[src/design/srx_pkg.sv]
package srx_pkg;

    // ============================================================
    // Register addresses
    localparam logic [15:0] SRX_ADDR_MODE = 16'hFF48;
    localparam logic [15:0] SRX_ADDR_CTRL = 16'hFF49;
    localparam logic [15:0] SRX_ADDR_DATA = 16'hFF4A;
    localparam logic [15:0] SRX_ADDR_IEN  = 16'hFF23;
    localparam logic [15:0] SRX_ADDR_IFAC = 16'hFF25;
    localparam logic [15:0] SRX_ADDR_PRIO = 16'hFF21;

    // ============================================================
    // Field positions
    localparam int MODE_PIN     = 0;
    localparam int MODE_LINK_LO = 1;
    localparam int MODE_CLK_LO  = 3;
    localparam int MODE_ODD     = 5;
    localparam int MODE_PAR     = 6;
    localparam int CTRL_TRANSMIT_ENABLE_BIT    = 0;
    localparam int CTRL_TRANSMIT_TRIGGER_BIT   = 1;
    localparam int CTRL_RECEIVE_ENABLE_BIT    = 2;
    localparam int CTRL_RECEIVE_TRIGGER_BIT   = 3;
    localparam int CTRL_OER     = 4;
    localparam int CTRL_PER     = 5;
    localparam int CTRL_FER     = 6;
    localparam int IRQ_TX       = 0;
    localparam int IRQ_RX       = 1;
    localparam int IRQ_ERR      = 2;

    // ============================================================
    // Reset values and codes
    localparam logic [7:0] MODE_RST   = 8'h00;
    localparam logic [7:0] TX_BUF_RST = 8'hFF;
    localparam logic [1:0] CLK_TIMER  = 2'h3;
    localparam logic [1:0] CLK_DIV4   = 2'h2;
    localparam logic [1:0] CLK_DIV8   = 2'h1;
    localparam logic [3:0] DIV4_LAST  = 4'h3;
    localparam logic [3:0] DIV8_LAST  = 4'h7;
    localparam logic [3:0] DIV16_LAST = 4'hF;
    localparam logic [3:0] DATA7_BITS = 4'h7;
    localparam logic [3:0] DATA8_BITS = 4'h8;
    localparam logic [23:0] VEC_ERR   = 24'h000010;
    localparam logic [23:0] VEC_RX    = 24'h000012;
    localparam logic [23:0] VEC_TX    = 24'h000014;

    typedef enum logic [1:0] {
        RX_IDLE  = 2'b00,
        RX_START = 2'b01,
        RX_DATA  = 2'b10,
        RX_STOP  = 2'b11
    } srx_rx_state_t;

endpackage

[src/design/srx_clk_if.sv]
`timescale 1ns/10ps
interface srx_clk_if;
    logic [1:0] clk_sel;
    logic       rx_run;
    logic       tmr_tick;
    logic       rx_tick;
    logic       tx_tick;

    modport gen (input clk_sel, input rx_run, input tmr_tick, output rx_tick, output tx_tick);
    modport use_side (output clk_sel, output rx_run, output tmr_tick, input rx_tick, input tx_tick);
endinterface

[src/design/srx_clkgen.sv]
`timescale 1ns/10ps
module srx_clkgen
    import srx_pkg::*;
#(
    parameter int CNT_W = 4
)
(
    // Clock and reset
    input wire logic clk,
    input wire logic rstn,
    // Shift clock selection and ticks
    srx_clk_if.gen   cif
);

    if (CNT_W < 4)
    begin : g_chk
        $error("srx_clkgen: CNT_W too small for the divide by 16.");
    end

    logic [CNT_W-1:0] rx_cnt_ff;
    logic [CNT_W-1:0] tx_cnt_ff;
    logic             is_timer;

    // Start detect and tick register add two cycles ahead of the first tick.
    localparam logic [CNT_W-1:0] START_LAT = CNT_W'(2);

    // ============================================================
    // Divider terminal count for each source.
    function automatic logic [CNT_W-1:0] last_of(input logic [1:0] sel);
        case (sel)
            CLK_DIV4: last_of = CNT_W'(DIV4_LAST);
            CLK_DIV8: last_of = CNT_W'(DIV8_LAST);
            default:  last_of = CNT_W'(DIV16_LAST);
        endcase
    endfunction

    assign is_timer = (cif.clk_sel == CLK_TIMER);

    // ============================================================
    // With a divider source, the receive shift clock restarts half a bit into each start bit, so ticks land mid-bit.
    always_ff @(posedge clk or negedge rstn)
    begin
        if (!rstn)
        begin
            rx_cnt_ff   <= '0;
            cif.rx_tick <= 1'b0;
        end
        else if (!cif.rx_run)
        begin
            rx_cnt_ff   <= (last_of(cif.clk_sel) >> 1) + START_LAT;
            cif.rx_tick <= 1'b0;
        end
        else if (is_timer)
        begin
            rx_cnt_ff   <= '0;
            cif.rx_tick <= cif.tmr_tick;
        end
        else if (rx_cnt_ff == last_of(cif.clk_sel))
        begin
            rx_cnt_ff   <= '0;
            cif.rx_tick <= 1'b1;
        end
        else
        begin
            rx_cnt_ff   <= rx_cnt_ff + 1'b1;
            cif.rx_tick <= 1'b0;
        end
    end

    // ============================================================
    // Transmit shift clock runs free.
    always_ff @(posedge clk or negedge rstn)
    begin
        if (!rstn)
        begin
            tx_cnt_ff   <= '0;
            cif.tx_tick <= 1'b0;
        end
        else if (is_timer)
        begin
            tx_cnt_ff   <= '0;
            cif.tx_tick <= cif.tmr_tick;
        end
        else if (tx_cnt_ff == last_of(cif.clk_sel))
        begin
            tx_cnt_ff   <= '0;
            cif.tx_tick <= 1'b1;
        end
        else
        begin
            tx_cnt_ff   <= tx_cnt_ff + 1'b1;
            cif.tx_tick <= 1'b0;
        end
    end

endmodule // srx_clkgen

[src/design/srx_top.sv]
`timescale 1ns/10ps
module srx_top
    import srx_pkg::*;
#(
    parameter int ADDR_W = 16
)
(
    // Clock and reset
    input  wire logic              clk,
    input  wire logic              rstn,
    // Register port
    input  wire logic [ADDR_W-1:0] addr,
    input  wire logic [7:0]        wdata,
    input  wire logic              wr_en,
    input  wire logic              rd_en,
    output wire logic [7:0]        rdata,
    // Serial pins
    input  wire logic              serial_rx_line,
    output wire logic              serial_tx_line,
    output wire logic              serial_pin_select,
    input  wire logic              tmr_tick,
    // Interrupt request
    input  wire logic [1:0]        cpu_mask_level,
    output wire logic              irq_req,
    output wire logic [23:0]       irq_vector,
    output wire logic [1:0]        irq_level
);

    if (ADDR_W < 16)
    begin : g_chk
        $error("srx_top: ADDR_W below 16 cannot reach the registers.");
    end

    srx_rx_state_t rx_state_ff;
    logic [7:0]    mode_ff;
    logic          transmit_enable_bit_ff;
    logic          receive_enable_bit_ff;
    logic          rx_ready_ff;
    logic          per_ff;
    logic          oer_ff;
    logic          fer_ff;
    logic [2:0]    ien_ff;
    logic [2:0]    ifac_ff;
    logic [1:0]    prio_ff;
    logic [7:0]    rx_buf_ff;
    logic [7:0]    tx_buf_ff;
    logic [8:0]    rx_sh_ff;
    logic [3:0]    rx_cnt_ff;
    logic [10:0]   tx_sh_ff;
    logic [3:0]    tx_cnt_ff;
    logic          tx_busy_ff;
    logic          tx_line_ff;
    logic [7:0]    rdata_ff;
    logic          irq_req_ff;
    logic [23:0]   irq_vector_ff;
    logic [1:0]    irq_level_ff;
    logic          wr_mode;
    logic          wr_ctrl;
    logic          wr_trg;
    logic          async_md;
    logic          par_on;
    logic          rx_on;
    logic [3:0]    data_bits;
    logic [3:0]    frame_bits;
    logic          xfer;
    logic          stop_bad;
    logic          par_bad;
    logic          ovr;
    logic          tx_ev;
    logic          clr_all;
    logic [2:0]    pend;
    logic [10:0]   tx_frame;
    logic [8:0]    tx_pay;

    srx_clk_if cif ();

    // ============================================================
    // Register decode.
    function automatic logic wr_hit(input logic [15:0] a);
        wr_hit = wr_en && (addr == ADDR_W'(a));
    endfunction

    assign wr_mode    = wr_hit(SRX_ADDR_MODE);
    assign wr_ctrl    = wr_hit(SRX_ADDR_CTRL);
    assign wr_trg     = wr_ctrl && wdata[CTRL_RECEIVE_TRIGGER_BIT];
    assign clr_all    = wr_ctrl && !wdata[CTRL_RECEIVE_ENABLE_BIT];
    assign async_md   = mode_ff[MODE_LINK_LO+1];
    assign par_on     = async_md && mode_ff[MODE_PAR];
    assign rx_on      = receive_enable_bit_ff && async_md && mode_ff[MODE_PIN];
    assign data_bits  = mode_ff[MODE_LINK_LO] ? DATA8_BITS : DATA7_BITS;
    assign frame_bits = data_bits + {3'h0, par_on};

    // ============================================================
    // Shift clock generator.
    assign cif.clk_sel  = mode_ff[MODE_CLK_LO +: 2];
    assign cif.rx_run   = (rx_state_ff != RX_IDLE);
    assign cif.tmr_tick = tmr_tick;

    srx_clkgen #(
        .CNT_W (4)
    ) u_clkgen (
        .clk  (clk),
        .rstn (rstn),
        .cif  (cif)
    );

    // ============================================================
    // Receive character events.
    assign xfer     = (rx_state_ff == RX_STOP) && rx_on && cif.rx_tick;
    assign stop_bad = !serial_rx_line;
    assign par_bad  = par_on && ((^rx_sh_ff) ^ mode_ff[MODE_ODD]);
    assign ovr      = xfer && (!rx_ready_ff || wr_trg);

    // ============================================================
    // Receive state machine.
    always_ff @(posedge clk or negedge rstn)
    begin
        if (!rstn)
        begin
            rx_state_ff <= RX_IDLE;
            rx_cnt_ff   <= 4'h0;
            rx_sh_ff    <= 9'h000;
        end
        else if (!rx_on)
        begin
            rx_state_ff <= RX_IDLE;
        end
        else
        begin
            case (rx_state_ff)
                RX_IDLE:
                begin
                    if (!serial_rx_line)
                    begin
                        rx_state_ff <= RX_START;
                        rx_cnt_ff   <= 4'h0;
                        rx_sh_ff    <= 9'h000;
                    end
                end
                RX_START:
                begin
                    if (cif.rx_tick)
                    begin
                        rx_state_ff <= RX_DATA;
                    end
                end
                RX_DATA:
                begin
                    if (cif.rx_tick)
                    begin
                        rx_sh_ff[rx_cnt_ff] <= serial_rx_line;
                        rx_cnt_ff           <= rx_cnt_ff + 4'h1;
                        if (rx_cnt_ff == frame_bits - 4'h1)
                        begin
                            rx_state_ff <= RX_STOP;
                        end
                    end
                end
                RX_STOP:
                begin
                    if (cif.rx_tick)
                    begin
                        rx_state_ff <= RX_IDLE;
                    end
                end
                default:
                begin
                    rx_state_ff <= RX_IDLE;
                end
            endcase
        end
    end

    // ============================================================
    // Receive buffer and buffer-empty handshake.
    always_ff @(posedge clk or negedge rstn)
    begin
        if (!rstn)
        begin
            rx_buf_ff <= 8'h00;
        end
        else if (xfer)
        begin
            rx_buf_ff <= mode_ff[MODE_LINK_LO] ? rx_sh_ff[7:0] : {1'b0, rx_sh_ff[6:0]};
        end
    end

    always_ff @(posedge clk or negedge rstn)
    begin
        if (!rstn)
        begin
            rx_ready_ff <= 1'b0;
        end
        else if (clr_all || xfer)
        begin
            rx_ready_ff <= 1'b0;
        end
        else if (wr_trg || (wr_ctrl && !receive_enable_bit_ff))
        begin
            rx_ready_ff <= 1'b1;
        end
    end

    // ============================================================
    // Error flags; a set in the clearing cycle wins.
    always_ff @(posedge clk or negedge rstn)
    begin
        if (!rstn)
        begin
            per_ff <= 1'b0;
            oer_ff <= 1'b0;
            fer_ff <= 1'b0;
        end
        else
        begin
            per_ff <= (xfer && par_bad) || (per_ff && !clr_all && !(wr_ctrl && wdata[CTRL_PER]));
            oer_ff <= ovr || (oer_ff && !clr_all && !(wr_ctrl && wdata[CTRL_OER]));
            fer_ff <= (xfer && stop_bad) || (fer_ff && !clr_all && !(wr_ctrl && wdata[CTRL_FER]));
        end
    end

    // ============================================================
    // Interrupt factors and request.
    always_ff @(posedge clk or negedge rstn)
    begin
        if (!rstn)
        begin
            ifac_ff <= 3'h0;
        end
        else
        begin
            ifac_ff[IRQ_ERR] <= (xfer && (par_bad || stop_bad || ovr)) ||
                                (ifac_ff[IRQ_ERR] && !(wr_hit(SRX_ADDR_IFAC) && wdata[IRQ_ERR]));
            ifac_ff[IRQ_RX]  <= (xfer && !ovr) ||
                                (ifac_ff[IRQ_RX] && !(wr_hit(SRX_ADDR_IFAC) && wdata[IRQ_RX]));
            ifac_ff[IRQ_TX]  <= tx_ev ||
                                (ifac_ff[IRQ_TX] && !(wr_hit(SRX_ADDR_IFAC) && wdata[IRQ_TX]));
        end
    end

    assign pend = ifac_ff & ien_ff;

    always_ff @(posedge clk or negedge rstn)
    begin
        if (!rstn)
        begin
            irq_req_ff    <= 1'b0;
            irq_vector_ff <= 24'h000000;
            irq_level_ff  <= 2'h0;
        end
        else
        begin
            irq_req_ff   <= (|pend) && (prio_ff > cpu_mask_level);
            irq_level_ff <= prio_ff;
            if (pend[IRQ_ERR])
                irq_vector_ff <= VEC_ERR;
            else if (pend[IRQ_RX])
                irq_vector_ff <= VEC_RX;
            else
                irq_vector_ff <= VEC_TX;
        end
    end

    // ============================================================
    // Control registers.
    always_ff @(posedge clk or negedge rstn)
    begin
        if (!rstn)
        begin
            mode_ff   <= MODE_RST;
            transmit_enable_bit_ff   <= 1'b0;
            receive_enable_bit_ff   <= 1'b0;
            ien_ff    <= 3'h0;
            prio_ff   <= 2'h0;
            tx_buf_ff <= TX_BUF_RST;
        end
        else
        begin
            if (wr_mode)
                mode_ff <= {1'b0, wdata[6:0]};
            if (wr_ctrl)
            begin
                transmit_enable_bit_ff <= wdata[CTRL_TRANSMIT_ENABLE_BIT];
                receive_enable_bit_ff <= wdata[CTRL_RECEIVE_ENABLE_BIT];
            end
            if (wr_hit(SRX_ADDR_IEN))
                ien_ff <= wdata[2:0];
            if (wr_hit(SRX_ADDR_PRIO))
                prio_ff <= wdata[1:0];
            if (wr_hit(SRX_ADDR_DATA))
                tx_buf_ff <= wdata;
        end
    end

    // ============================================================
    // Transmit frame build and shifter.
    always_comb
    begin
        tx_pay = {1'b0, tx_buf_ff};
        if (!mode_ff[MODE_LINK_LO])
            tx_pay[7] = 1'b0;
        if (par_on)
            tx_pay[data_bits] = (^tx_pay) ^ mode_ff[MODE_ODD];
        tx_frame = {11{1'b1}};
        tx_frame[0] = 1'b0;
        for (int i = 0; i < 9; i++)
        begin
            if (4'(i) < frame_bits)
                tx_frame[i+1] = tx_pay[i];
        end
    end

    assign tx_ev = tx_busy_ff && cif.tx_tick && (tx_cnt_ff == frame_bits + 4'h2);

    always_ff @(posedge clk or negedge rstn)
    begin
        if (!rstn)
        begin
            tx_busy_ff <= 1'b0;
            tx_sh_ff   <= {11{1'b1}};
            tx_cnt_ff  <= 4'h0;
            tx_line_ff <= 1'b1;
        end
        else if (!transmit_enable_bit_ff)
        begin
            tx_busy_ff <= 1'b0;
            tx_line_ff <= 1'b1;
        end
        else if (!tx_busy_ff)
        begin
            if (wr_ctrl && wdata[CTRL_TRANSMIT_TRIGGER_BIT] && async_md)
            begin
                tx_busy_ff <= 1'b1;
                tx_sh_ff   <= tx_frame;
                tx_cnt_ff  <= 4'h0;
            end
        end
        else if (cif.tx_tick)
        begin
            tx_line_ff <= tx_sh_ff[0];
            tx_sh_ff   <= {1'b1, tx_sh_ff[10:1]};
            tx_cnt_ff  <= tx_cnt_ff + 4'h1;
            if (tx_ev)
                tx_busy_ff <= 1'b0;
        end
    end

    // ============================================================
    // Read port.
    always_ff @(posedge clk or negedge rstn)
    begin
        if (!rstn)
        begin
            rdata_ff <= 8'h00;
        end
        else if (!rd_en)
        begin
            rdata_ff <= 8'h00;
        end
        else if (addr == ADDR_W'(SRX_ADDR_MODE))
            rdata_ff <= mode_ff;
        else if (addr == ADDR_W'(SRX_ADDR_CTRL))
            rdata_ff <= {1'b0, fer_ff, per_ff, oer_ff, rx_ready_ff, receive_enable_bit_ff, tx_busy_ff, transmit_enable_bit_ff};
        else if (addr == ADDR_W'(SRX_ADDR_DATA))
            rdata_ff <= rx_buf_ff;
        else if (addr == ADDR_W'(SRX_ADDR_IEN))
            rdata_ff <= {5'h00, ien_ff};
        else if (addr == ADDR_W'(SRX_ADDR_IFAC))
            rdata_ff <= {5'h00, ifac_ff};
        else if (addr == ADDR_W'(SRX_ADDR_PRIO))
            rdata_ff <= {6'h00, prio_ff};
        else
            rdata_ff <= 8'h00;
    end

    assign rdata             = rdata_ff;
    assign serial_tx_line    = tx_line_ff;
    assign serial_pin_select = mode_ff[MODE_PIN];
    assign irq_req           = irq_req_ff;
    assign irq_vector        = irq_vector_ff;
    assign irq_level         = irq_level_ff;

    // ============================================================
    // Checks.
    AST_RECEIVE_ENABLE_BIT_CLR: assert property (@(posedge clk) disable iff (!rstn)
        clr_all && !xfer |=> !per_ff && !oer_ff && !fer_ff && !receive_enable_bit_ff)
        else $error("Receive disable did not clear error flags.");

    AST_START_DET: assert property (@(posedge clk) disable iff (!rstn)
        rx_state_ff == RX_IDLE && rx_on && !serial_rx_line |=> rx_state_ff == RX_START ##1 cif.rx_run)
        else $error("Start bit did not start the receive clock.");

    AST_FRAME_ERR: assert property (@(posedge clk) disable iff (!rstn)
        xfer && stop_bad |=> fer_ff && ifac_ff[IRQ_ERR])
        else $error("Low stop bit did not flag framing error.");

    AST_RX_DONE: assert property (@(posedge clk) disable iff (!rstn)
        xfer && !ovr && mode_ff[MODE_LINK_LO] |=> ifac_ff[IRQ_RX] && rx_buf_ff == $past(rx_sh_ff[7:0]))
        else $error("Completed character not buffered or flagged.");

    AST_OVR_NO_DONE: assert property (@(posedge clk) disable iff (!rstn)
        xfer && ovr && !ifac_ff[IRQ_RX] |=> !ifac_ff[IRQ_RX] && oer_ff)
        else $error("Overrun character raised receive done.");

    AST_PAR_ERR: assert property (@(posedge clk) disable iff (!rstn)
        xfer && par_bad |=> per_ff && ifac_ff[IRQ_ERR])
        else $error("Parity mismatch not flagged.");

    AST_TRG_COLLIDE: assert property (@(posedge clk) disable iff (!rstn)
        xfer && wr_trg |=> oer_ff && !rx_ready_ff)
        else $error("Trigger write at transfer not seen as overrun.");

    AST_W1C_PER: assert property (@(posedge clk) disable iff (!rstn)
        wr_ctrl && wdata[CTRL_PER] && !xfer |=> !per_ff)
        else $error("Parity flag did not clear on write of one.");

    AST_TX_DONE: assert property (@(posedge clk) disable iff (!rstn)
        tx_ev |=> ifac_ff[IRQ_TX] && !tx_busy_ff && tx_line_ff)
        else $error("Transmit end did not set its factor.");

    AST_IRQ_GATE: assert property (@(posedge clk) disable iff (!rstn)
        irq_req_ff |-> $past(|(ifac_ff & ien_ff)) && $past(prio_ff) > $past(cpu_mask_level))
        else $error("Request raised without enabled factor and priority.");

endmodule // srx_top

[config.mk]
export PLATFORM = sky130hd
export DESIGN_NAME = srx_top
export DESIGN_NICKNAME = d
export VERILOG_FILES = /design/src/design/srx_pkg.sv /design/src/design/srx_clk_if.sv /design/src/design/srx_clkgen.sv /design/src/design/srx_top.sv
export SDC_FILE = /design/constraint.sdc
export NUM_CORES = 1
export LEC_CHECK = 0
export ABC_AREA = 1
export BUFFER_PORTS_ARGS = -buffer_cell sky130_fd_sc_hd__buf_2
export CELL_PAD_IN_SITES_DETAIL_PLACEMENT = 1
export CELL_PAD_IN_SITES_GLOBAL_PLACEMENT = 1
export CORE_ASPECT_RATIO = 0.7
export CORE_MARGIN = 5
export CORE_UTILIZATION = 41
export CTS_BUF_LIST = sky130_fd_sc_hd__clkbuf_4
export DETAILED_ROUTE_END_ITERATION = 7
export HOLD_SLACK_MARGIN = 0.1
export PLACE_DENSITY_LB_ADDON = 0.1
export SLEW_MARGIN = 10
export SYNTH_ARGS = -nofsm -noshare
export SYNTH_HDL_FRONTEND = slang
export SYNTH_SLANG_ARGS = --single-unit
[constraint.sdc]
create_clock -name clk -period 1.6 [get_ports clk]
set_input_delay 0.32 -clock clk [delete_from_list [all_inputs] [get_ports clk]]
set_output_delay 0.32 -clock clk [all_outputs]
set_load 0.005 [all_outputs]
==> results by group, run 1 <==
Timing
  – Final hold slack: around 150 ps
  – Highest clock frequency the design can meet: 0.594 GHz
  – Number of max-slew violations in the final report: 0
  – RSZ-0062 raised after global routing: true
  – Final critical-path share of the clock period: 1.05
  – Setup violators final: 10
  – Setup WS post-layout: -84.5 ps
  – Max Clock Skew: ~18 ps
  – Final number of hold-violating endpoints: 0
  – Fin Setup TNS: -277 ps
  – Minimum clock period: between 1500 and 2000 ps

Run
  – Max_cap viols: 0

Floorplan
  – Cell Rows: 34
  – Die area: ~0.015 mm^2
  – Die extent in y: between 100 and 150 um
  – Width of the die: 146 um
  – Ports placed on the boundary: a little under 70
  – Area of the core: ~0.013 mm^2
  – Effective utilization at floorplan: 0.423

Power
  – Lkg Pwr: ~3.4 nW
  – Part of the total power dissipated in combinational logic: 0.062
  – Internal power: 3.04 mW
  – Worst vdd rail ir drop: approximately 0.31 mV
  – Ratio of total power to cell area: ~610 mW/mm^2
  – Sw Share: 0.251
  – Total chip power: 4.06 mW
  – Switch Pwr: about 1.0 mW
  – Part of the power in registers: 0.575
  – Clock share of power: 0.364

Clocking
  – Count of H-tree levels built during CTS: 3
  – CTS Sinks: slightly above 90
  – Root Buffer Master: clkbuf_4
  – Clock latency on the worst-skew pair: around 470 ps
  – TritonCTS clock tree: done
  – Max clock buf depth: 2
  – Number of buffers created by CTS: 9
  – Clock transition at the registers of the reported paths: ~150 ps

Global routing
  – Number of global-route vias before repair: approximately 4700
  – Global-route wire length before repair: around 24000 um
  – Remaining global-route overflow: 0
  – Antenna violations before repair: 0
  – Maximum number of pins on one net before global-route repair: 35
  – Global-route usage over all layers: 0.198

Final layout
  – Combined area of the multi-input logic cells: ~0.0028 mm^2
  – Filler cell count: ~1500
  – Most frequent standard cell in the layout excluding fill and tap cells: nand2_1
  – Total Nets Final: about 790
  – Final cell count without fillers: around 900
  – Final instance area: around 0.0067 mm^2
  – Share of the core filled with cells: 0.532
  – Antenna diode count: 0
  – Layout-stage area growth over the synthesis result: 25.9%
  – Share of final-layout standard cells stronger than drive strength 1: 0.338
  – Leading cell types in the layout, fill and taps excluded: nand2_1 (130), dfrtp_1 (71), inv_1 (65)
  – Area used by sequential logic in the layout: ~0.0023 mm^2

Setup path
  – Cell repeated most along the worst path: nand2_4
  – WP data required: between 1500 and 2000 ps
  – Crit start category: register
  – Delay of the slowest cell on the worst path: 480 ps
  – Worst endpoint data arrival time: ~2100 ps
  – Worst-path cell chain: inv_2 > ha_4 > nand2_4 > nand2_4 > nor2_4 > buf_12 > nand2_8 > buf_6 > o22ai_2 > nor2_1
  – Critical path capture point type: register
  – Worst setup path category: register to register
  – Standard cell with the maximum stage delay on the critical path: dfrtp_1
  – Worst-path maximum fanout: 6

Detailed routing
  – Count of TritonRoute iterations in the first routing pass: 4
  – DRC violation count after routing: 0
  – Routed wirelength normalized by instance count: between 15 and 20 um
  – Initial DRC Count: between 200 and 300
  – Antenna violation net count after detailed routing: 0
  – Via density: 4.99
  – Total length of routed wires: around 16000 um
  – Total number of vias: around 4500

Synth
  – Synthesized area per cell: between 8 and 9 um^2
  – Warnings, synthesis: 0
  – Post-synthesis cell type count: between 40 and 50
  – Post-synthesis cell area: around 0.0053 mm^2
  – Seq cells post-synth: just over 90
  – Number of cells produced by synthesis: 624
  – Post-synthesis sequential area ratio: 0.440

Hold path
  – Kind of path behind the tightest hold check: input pin to register

Placed design
  – Count of port buffers added during placement: 47
  – Half-perimeter wire length after placement: about 12000 um
  – Inst Count DP: approximately 880
  – Worst slack at placement: -172 ps
  – Final weighted congestion of routability-driven global placement: 0.867
  – Post-place instance area: ~0.0060 mm^2

Status
  – Failing checks: setup timing
  – Result of the run: finished, violations left
per-layer routing:
layer / global-route usage / wire length [um] / up-vias
met5: 0 / 0 / -
met4: 0.0446 / 180 / 0
met3: 0.0463 / 598 / 13
met2: 0.299 / 7310 / 68
met1: 0.291 / 7680 / 2251
li1: - / - / 2182
cells in the mapped netlist (all sizes together):
cell type | instances | area, um^2
ha | 22 | 275
o22ai | 10 | 62.6
clkbuf | 4 | 25.0
mux2 | 1 | 15.0
a22oi | 1 | 7.51
and2 | 1 | 6.26
buf | 26 | 204
dfstp | 19 | 499
clkinv | 3 | 12.5
nor2 | 59 | 307
nand2 | 150 | 598
a21oi | 14 | 70.1
xor2 | 16 | 140
dfrtp | 73 | 1830
nor3b | 3 | 22.5
o21a | 2 | 15.0
nand3 | 27 | 135
xnor2 | 12 | 105
o21ai | 60 | 353
nand3b | 3 | 35.0
mux2i | 1 | 10.0
o221ai | 2 | 17.5
a211oi | 4 | 30.0
inv | 83 | 312
o21bai | 1 | 7.51
o211ai | 8 | 60.1
nand4 | 7 | 65.1
conb | 2 | 7.51
nor3 | 9 | 55.1
nor4 | 1 | 6.26
what timing repair did:
item                                    CTS  global route
pin swaps                                 5            27
gates resized for setup                  25            77
buffers inserted                          4             5
cloned                                    1             0
hold endpoints to repair                 76             0
hold buffers                              4             0
endpoints found under the setup margin   16            40
path summary, 6_finish.rpt:
path | startpoint | to | slack, ps | cells past startpoint
min in group asynchronous | rstn | irq_level[1] | 310 | 2
worst min-delay path | tmr_tick | u_clkgen.cif.tx_tick | 150 | 3
worst max register to register | rx_state_ff[1] | rx_sh_ff[5] | -80 | 10
worst min register to register | prio_ff[0] | irq_level[0] | 460 | 0
worst max-delay path | rx_state_ff[1] | rx_sh_ff[5] | -80 | 10
max in group asynchronous | rstn | tx_buf_ff[2] | 690 | 3
critical path: cells and delay by family, from the launching register on:
family                     cells  cell delay (ps)
DFF                            1              480
adders and majority gates      1              190
buffers and inverters          3              390
AOI/OAI and AO/OA              1              130
and+or+nand+nor                5              390
state kept, by name, indices dropped and copies added (netlist names), 2 cells and up:
name	count
rdata	8
rx_state_ff	2
tx_sh_ff	10
tx_cnt_ff	4
ifac_ff	3
rx_buf_ff	8
rx_sh_ff	9
rx_cnt_ff	4
irq_vector	3
u_clkgen.tx_cnt_ff	4
u_clkgen.rx_cnt_ff	4
ien_ff	3
prio_ff	2
mode_ff	7
tx_buf_ff	8
irq_level	2
power groups by stage:
| stage | combinational (mW) | sequential, mW | clock (mW) |
|---|---|---|---|
| floorplan | 0.118 | 2.38 | 0 |
| global placement | 0.230 | 2.37 | 0 |
| detailed placement | 0.238 | 2.38 | 0 |
| CTS | 0.246 | 2.33 | 1.51 |
| global route | 0.280 | 2.34 | 1.62 |
| finish | 0.251 | 2.33 | 1.48 |
layout make-up:
cell class | instances | area share
Inverter | 86 | 0.0509
Tap cell | 162 | 0.0305
Timing Repair Buffer | 111 | 0.118
Multi-Input combinational cell | 437 | 0.426
Clock buffer | 9 | 0.0102
Sequential cell | 92 | 0.350
Clock inverter | 7 | 0.0137
logic make-up after synthesis:
kind of cell,synth area share
AND/OR/NAND/NOR,0.233
adder cells (fa/ha/maj),0.0521
XOR/XNOR,0.0464
AO/OA/AOI/OAI,0.118
multiplexers,0.00473
other,0.00142
flip-flops,0.440
buffers and inverters,0.105
(Power assumes the default switching activity.)
==> inputs of run 2 (changes only) <==
GPL_TIMING_DRIVEN = 0   (was default)
==> run 2 against run 1 <==
The flow still finishes with violations (setup timing). Non-clock buffer count decreased by 8. Final area increased by 0.51%. Hold slack improved by 3.2 ps. Clock-buffer cell count increased by 2. Critical endpoint is now rx_sh_ff[3].
==> results by group, run 2 (same netlist as run 1, synthesis figures left out) <==
Global routing
  – Number of global-route vias before repair: 4743 (+1.7%)
  – Global-route wire length before repair: 25000 um (+2.1%)
  – Global-route usage over all layers: 0.201 (+0.00278)
  – Maximum number of pins on one net before global-route repair: 59 (+69%)
  – Antenna violations before repair: 0 (unchanged)
  – Remaining global-route overflow: 0 (unchanged)

Final layout
  – Most frequent standard cell in the layout excluding fill and tap cells: nand2_1
  – Total Nets Final: 782 (-1.1%)
  – Flip-flop count of the largest register after layout: 10 (unchanged)
  – Antenna diode count: 0 (unchanged)
  – Final cell count without fillers: 895 (-1.0%)
  – Layout-stage area growth over the synthesis result: 26.6%
  – Share of final-layout standard cells stronger than drive strength 1: 0.338 (about the same)
  – Most flops, register: tx_sh_ff
  – Filler cell count: 1455 (-3.6%)
  – Leading cell types in the layout, fill and taps excluded: nand2_1 (128), inv_1 (67), dfrtp_1 (67)
  – Biggest registers after layout: tx_sh_ff x10, rx_sh_ff x9

Detailed routing
  – Antenna violation net count after detailed routing: 0 (unchanged)
  – DRC violation count after routing: 0 (unchanged)
  – Via density: 5.02 (+0.51%)
  – Wire length on met2: 7330 um (+0.30%)
  – Total number of vias: 4492 (-0.49%)
  – Routed wirelength normalized by instance count: 17.3 um (-0.68%)
  – Total length of routed wires: 15500 um (-1.7%)
  – Routed length on met3: 769 um (+29%)
  – Count of TritonRoute iterations in the first routing pass: 5 (+1)
  – Routed metal-1 wirelength: 7260 um (-5.6%)
  – Initial DRC Count: 201 (-22%)
  – Top Metal Used: met4

Clocking
  – Root Buffer Master: clkbuf_4
  – Count of H-tree levels built during CTS: 3 (unchanged)
  – TritonCTS clock tree: done
  – Number of buffers created by CTS: 9 (unchanged)
  – Clock latency on the worst-skew pair: 470 ps (about the same)
  – Max clock buf depth: 2 (unchanged)
  – Clock transition at the registers of the reported paths: 150 ps (about the same)
  – CTS Sinks: 92 (unchanged)

Floorplan
  – Width of the die: 146 um (unchanged)
  – Die area: 0.0153 mm^2 (unchanged)
  – Area of the core: 0.0125 mm^2 (unchanged)
  – Die extent in y: 105 um (unchanged)
  – Cell Rows: 34 (unchanged)
  – Ports placed on the boundary: 69 (unchanged)
  – Effective utilization at floorplan: 0.423 (unchanged)

Setup path
  – Crit start category: register
  – Slack of the worst reg-to-reg path: -80 ps (about the same)
  – Standard cell with the maximum stage delay on the critical path: dfrtp_1
  – Worst-case reg-to-reg path depth: 10 (unchanged)
  – Worst endpoint data arrival time: 2080 ps (+30 ps)
  – Worst-path maximum fanout: 7 (+1)
  – FF-to-FF End: rx_sh_ff[3]
  – WP data required: 2000 ps (+40 ps)
  – Critical path capture point type: register
  – Destination of the critical timing path: rx_sh_ff[3]
  – CP bufs+invs: 2 (-1)
  – Cell family with the largest share of critical-path delay: simple AND/OR/NAND/NOR gates
  – Worst-path cell chain: inv_2 > ha_4 > nand2_4 > nand2_2 > nor2_4 > buf_12 > nand2_8 > o21ai_2 > o21ai_1 > nor2_1
  – Critical Path Stages: 10 (unchanged)
  – Startpoint of the most critical setup path: rx_state_ff[1]
  – Launching point of the worst reg2reg path: rx_state_ff[1]
  – Delay of the slowest cell on the worst path: 450 ps (-30 ps)
  – Worst setup path category: register to register

Timing
  – Final critical-path share of the clock period: 1.05 (-0.00225)
  – Number of max-slew violations in the final report: 0 (unchanged)
  – Final hold slack: 151 ps (+3.22 ps)
  – Setup violators final: 7 (-3)
  – Setup WS post-layout: -80.9 ps (+3.60 ps)
  – Worst rel slew slack: 0.482
  – Final number of hold-violating endpoints: 0 (unchanged)
  – Fin Setup TNS: -348 ps (-71.3 ps)
  – RSZ-0062 raised after global routing: true
  – Max Clock Skew: 12.6 ps (-4.88 ps)
  – Highest clock frequency the design can meet: 0.595 GHz (+0.21%)
  – Worst Tran Pin Value: approximately 800 ps
  – Minimum clock period: 1680 ps (-3.60 ps)

Run
  – Max_cap viols: 0 (unchanged)

Placed design
  – Final weighted congestion of routability-driven global placement: 0.852 (-1.6%)
  – Inst Count DP: 852 (-2.6%)
  – Half-perimeter wire length after placement: 11200 um (-6.6%)
  – Count of port buffers added during placement: 45 (-4.3%)
  – Worst slack at placement: -434 ps (-262 ps)

Hold path
  – Kind of path behind the tightest hold check: input pin to register

Power
  – Lkg Pwr: 3.36 nW (-1.3%)
  – Total chip power: 4.40 mW (+8.4%)
  – Ratio of total power to cell area: 658 mW/mm^2 (+7.9%)
  – Worst vdd rail ir drop: 0.462 mV (+48%)

Status
  – Result of the run: finished, violations left
  – Failing checks: setup timing
-- run 2: cell types whose count changed in the layout (fill, tap and decap cells not counted), moves of 3 or more --
cell,change
nor2_4,+5
nand2_4,-3
buf_4,-9
clkinvlp_4,-3
dfrtp_2,+4
nor2_2,-4
dfrtp_1,-4
nand2_2,+3
-- run 2: routing by layer --
metal	GRT usage	vias up
met1	0.286	2217
met3	0.0441	15
met4	0.0439	0
met2	0.316	91
met5	0	-
li1	-	2169
-- run 2: per-stage QoR --
step           utilization  area (um^2)
6_report             0.535         6690
5_1_grt              0.535         6690
4_1_cts              0.501         6260
3_5_place_dp         0.465         5820
3_3_place_gp         0.463         5790
2_1_floorplan            -         5370
-- run 2: how the worst min path moves through the flow --
stage,from,to,slack (ps),cells past startpoint
after floorplan,rstn,fer_ff,20,0
after global placement,prio_ff[0],irq_level[0],390,0
after detailed placement,prio_ff[0],irq_level[0],400,0
after CTS,cpu_mask_level[0],irq_req,120,3
after global routing,wdata[5],tx_buf_ff[5],130,3
final,cpu_mask_level[0],irq_req,150,3
-- run 2: final cells by class --
type,instances,area [um^2],area share
Clock buffer,11,82.6,0.0123
Timing Repair Buffer,73,484,0.0724
Sequential cell,92,2330,0.349
Buffer,30,239,0.0357
Clock inverter,5,125,0.0187
Multi-Input combinational cell,436,2890,0.432
Tap cell,162,203,0.0303
Inverter,86,333,0.0498
-- run 2: worst min-delay path, cell delays in order --
cell and delay (ps):
buf_2 80, ha_1 120, a211oi_1 70
-- run 2: what timing repair did --
item,in CTS,in global routing
buffers inserted,11,12
cloned,0,0
endpoints found under the setup margin,35,43
resized for setup,31,83
hold buffers,4,0
pin swaps,9,30
hold endpoints to repair,48,0
-- run 2: power breakdown --
group          leakage (nW)  internal [mW]  switching (mW)
combinational          2.13         0.0956           0.161
sequential             1.11           2.33         0.00156
clock                 0.111          0.982           0.832
==> inputs of run 3 (changes only) <==
CORE_ASPECT_RATIO = 1.1   (was 0.7)
==> run 3 against run 2 <==
The run still ends with setup timing left. Clock skew grew 4.4 ps. Clock power shrank 24%. Sequential share of layout area is essentially flat. Fmax grew 1.4%. Routed wire length shrank 3.1%. Cell count grew 0.67%. Via count shrank 0.16%. Setup slack gained 22 ps. Total power shrank 9.8%. Hold slack lost 22 ps. Final area is essentially flat. Highest routed layer unchanged.
==> results by group, run 3 (same netlist as run 1, synthesis figures left out) <==
Timing
  – Setup WS post-layout: -58.5 ps (+22.4 ps)
  – Minimum clock period: 1660 ps (-22.4 ps)
  – Highest clock frequency the design can meet: 0.603 GHz (+1.4%)
  – RSZ-0062 raised after global routing: true
  – Worst rel slew slack: 0.621 (+0.139)
  – Setup violators final: 11 (+4)
  – Worst Tran Pin Value: 569 ps (-208 ps)
  – Final critical-path share of the clock period: 1.04 (-0.0140)
  – Number of max-slew violations in the final report: 0 (unchanged)
  – Max Clock Skew: 17.0 ps (+4.36 ps)
  – Fin Setup TNS: -255 ps (+92.5 ps)
  – Final number of hold-violating endpoints: 0 (unchanged)

Setup path
  – WP data required: 2010 ps (about the same)
  – Worst setup path category: register to register
  – Critical path capture point type: register
  – Worst endpoint data arrival time: 2070 ps (about the same)
  – Worst-path maximum fanout: 6 (-1)
  – Crit start category: register

Detailed routing
  – Count of TritonRoute iterations in the first routing pass: 5 (unchanged)
  – Initial DRC Count: 240 (+19%)
  – Total number of vias: 4485 (-0.16%)
  – Total length of routed wires: 15000 um (-3.1%)
  – Antenna violation net count after detailed routing: 0 (unchanged)
  – Routed wirelength normalized by instance count: 16.7 um (-3.7%)
  – DRC violation count after routing: 0 (unchanged)
  – Via density: 4.98 (-0.82%)

Floorplan
  – Cell Rows: 43 (+26%)
  – Die extent in y: 129 um (+23%)
  – Width of the die: 118 um (-19%)
  – Die area: 0.0153 mm^2 (-0.22%)
  – Ports placed on the boundary: 69 (unchanged)
  – Area of the core: 0.0126 mm^2 (+1.1%)
  – Effective utilization at floorplan: 0.418 (-0.00456)

Power
  – Worst vdd rail ir drop: 0.526 mV (+14%)
  – Lkg Pwr: 3.44 nW (+2.3%)
  – Total chip power: 3.97 mW (-9.8%)
  – Ratio of total power to cell area: 594 mW/mm^2 (-9.8%)

Placed design
  – Half-perimeter wire length after placement: 10700 um (-4.4%)
  – Post-place instance area: 0.00582 mm^2 (about the same)
  – Final weighted congestion of routability-driven global placement: 0.838 (-1.7%)
  – Worst slack at placement: -467 ps (-33.2 ps)
  – Count of port buffers added during placement: 45 (unchanged)

Global routing
  – Remaining global-route overflow: 0 (unchanged)
  – Global-route wire length before repair: 24100 um (-3.6%)
  – Number of global-route vias before repair: 4725 (-0.38%)
  – Maximum number of pins on one net before global-route repair: 54 (-8.5%)
  – Antenna violations before repair: 0 (unchanged)
  – Global-route usage over all layers: 0.197 (-0.00390)

Final layout
  – Flip-flop count of the largest register after layout: 10 (unchanged)
  – Share of final-layout standard cells stronger than drive strength 1: 0.339 (+0.000374)
  – Leading cell types in the layout, fill and taps excluded: nand2_1 (131), dfrtp_1 (70), inv_1 (68)
  – Most flops, register: tx_sh_ff
  – Final instance area: 0.00668 mm^2 (about the same)
  – Antenna diode count: 0 (unchanged)
  – Biggest registers after layout: tx_sh_ff x10, rx_sh_ff x9
  – Total Nets Final: 793 (+1.4%)
  – Layout-stage area growth over the synthesis result: 26.5% (about the same)
  – Most frequent standard cell in the layout excluding fill and tap cells: nand2_1

Clocking
  – Count of H-tree levels built during CTS: 3 (unchanged)
  – Clock latency on the worst-skew pair: 480 ps (about the same)
  – CTS Sinks: 92 (unchanged)
  – Max clock buf depth: 2 (unchanged)
  – TritonCTS clock tree: done
  – Clock transition at the registers of the reported paths: 150 ps (about the same)
  – Number of buffers created by CTS: 9 (unchanged)
  – Root Buffer Master: clkbuf_4

Status
  – Failing checks: setup timing
  – Result of the run: finished, violations left

Hold path
  – Kind of path behind the tightest hold check: input pin to register

Run
  – Max_cap viols: 0 (unchanged)
run 3: cell types whose count changed in the layout (fill, tap and decap cells not counted), sizes merged:
cell,change
bufinv,-3
nor2,+2
buf,+8
inv,+1
clkinvlp,+2
clkinv,+1
run 3: final cells by class:
class	count	area (um^2)
plain buffers	29	235
inverters	86	353
flip-flops and latches	92	2330
fillers	1526	5960
well taps	157	196
multi-input cells	438	2830
repair buffers	83	598
clock buffers	10	75.1
clock inverters	6	65.1
run 3: power by group:
group          switching, mW  internal [mW]  total, mW
Sequential           0.00141           2.33       2.33
Combinational          0.160         0.0977      0.258
Clock                  0.882          0.498       1.38
Total                   1.04           2.93       3.97
run 3: worst paths after layout:
check,endpoint,slack (ps),cells past startpoint,startpoint
worst max-delay path,rx_sh_ff[3],-60,10,mode_ff[2]
worst min-delay path,irq_req,130,3,cpu_mask_level[0]
worst max register to register,rx_sh_ff[3],-60,10,mode_ff[2]
worst min register to register,irq_level[0],440,0,prio_ff[0]
max in group asynchronous,tx_buf_ff[3],520,3,rstn
min in group asynchronous,oer_ff,370,2,rstn
run 3: worst max-delay path, stage by stage, from the launching register on:
cell and delay [ps]:
dfrtp_1 430, buf_6 140, nand3_4 120, inv_4 110, nand2_4 60, nor2_4 190
buf_6 150, nand2_8 70, o21ai_1 140, o21ai_1 80, nor2_1 100
run 3: stage by stage:
stage                      util  cells  hold slack [ps]
after global routing      0.529    901              140
final                     0.529    901              129
after detailed placement  0.460    847              358
after global placement    0.458    846              393
after CTS                 0.504    889              112
after floorplan               -    644             24.4
run 3: per-layer routing:
layer  part of all wire  track usage  up-vias  wire, um
li1                   -            -     2195         -
met1               0.42        0.238     2216      6290
met2               0.54        0.363       54      8180
met3              0.020       0.0244       20       306
met4              0.017       0.0709        0       262
met5                  0            0        -         0
run 3: timing repair:
action,CTS,global route
endpoints found under the setup margin,29,45
gates resized for setup,65,55
cloned,2,1
buffers inserted,20,13
hold buffers,4,0
hold endpoints to repair,43,0
pin swaps,19,31
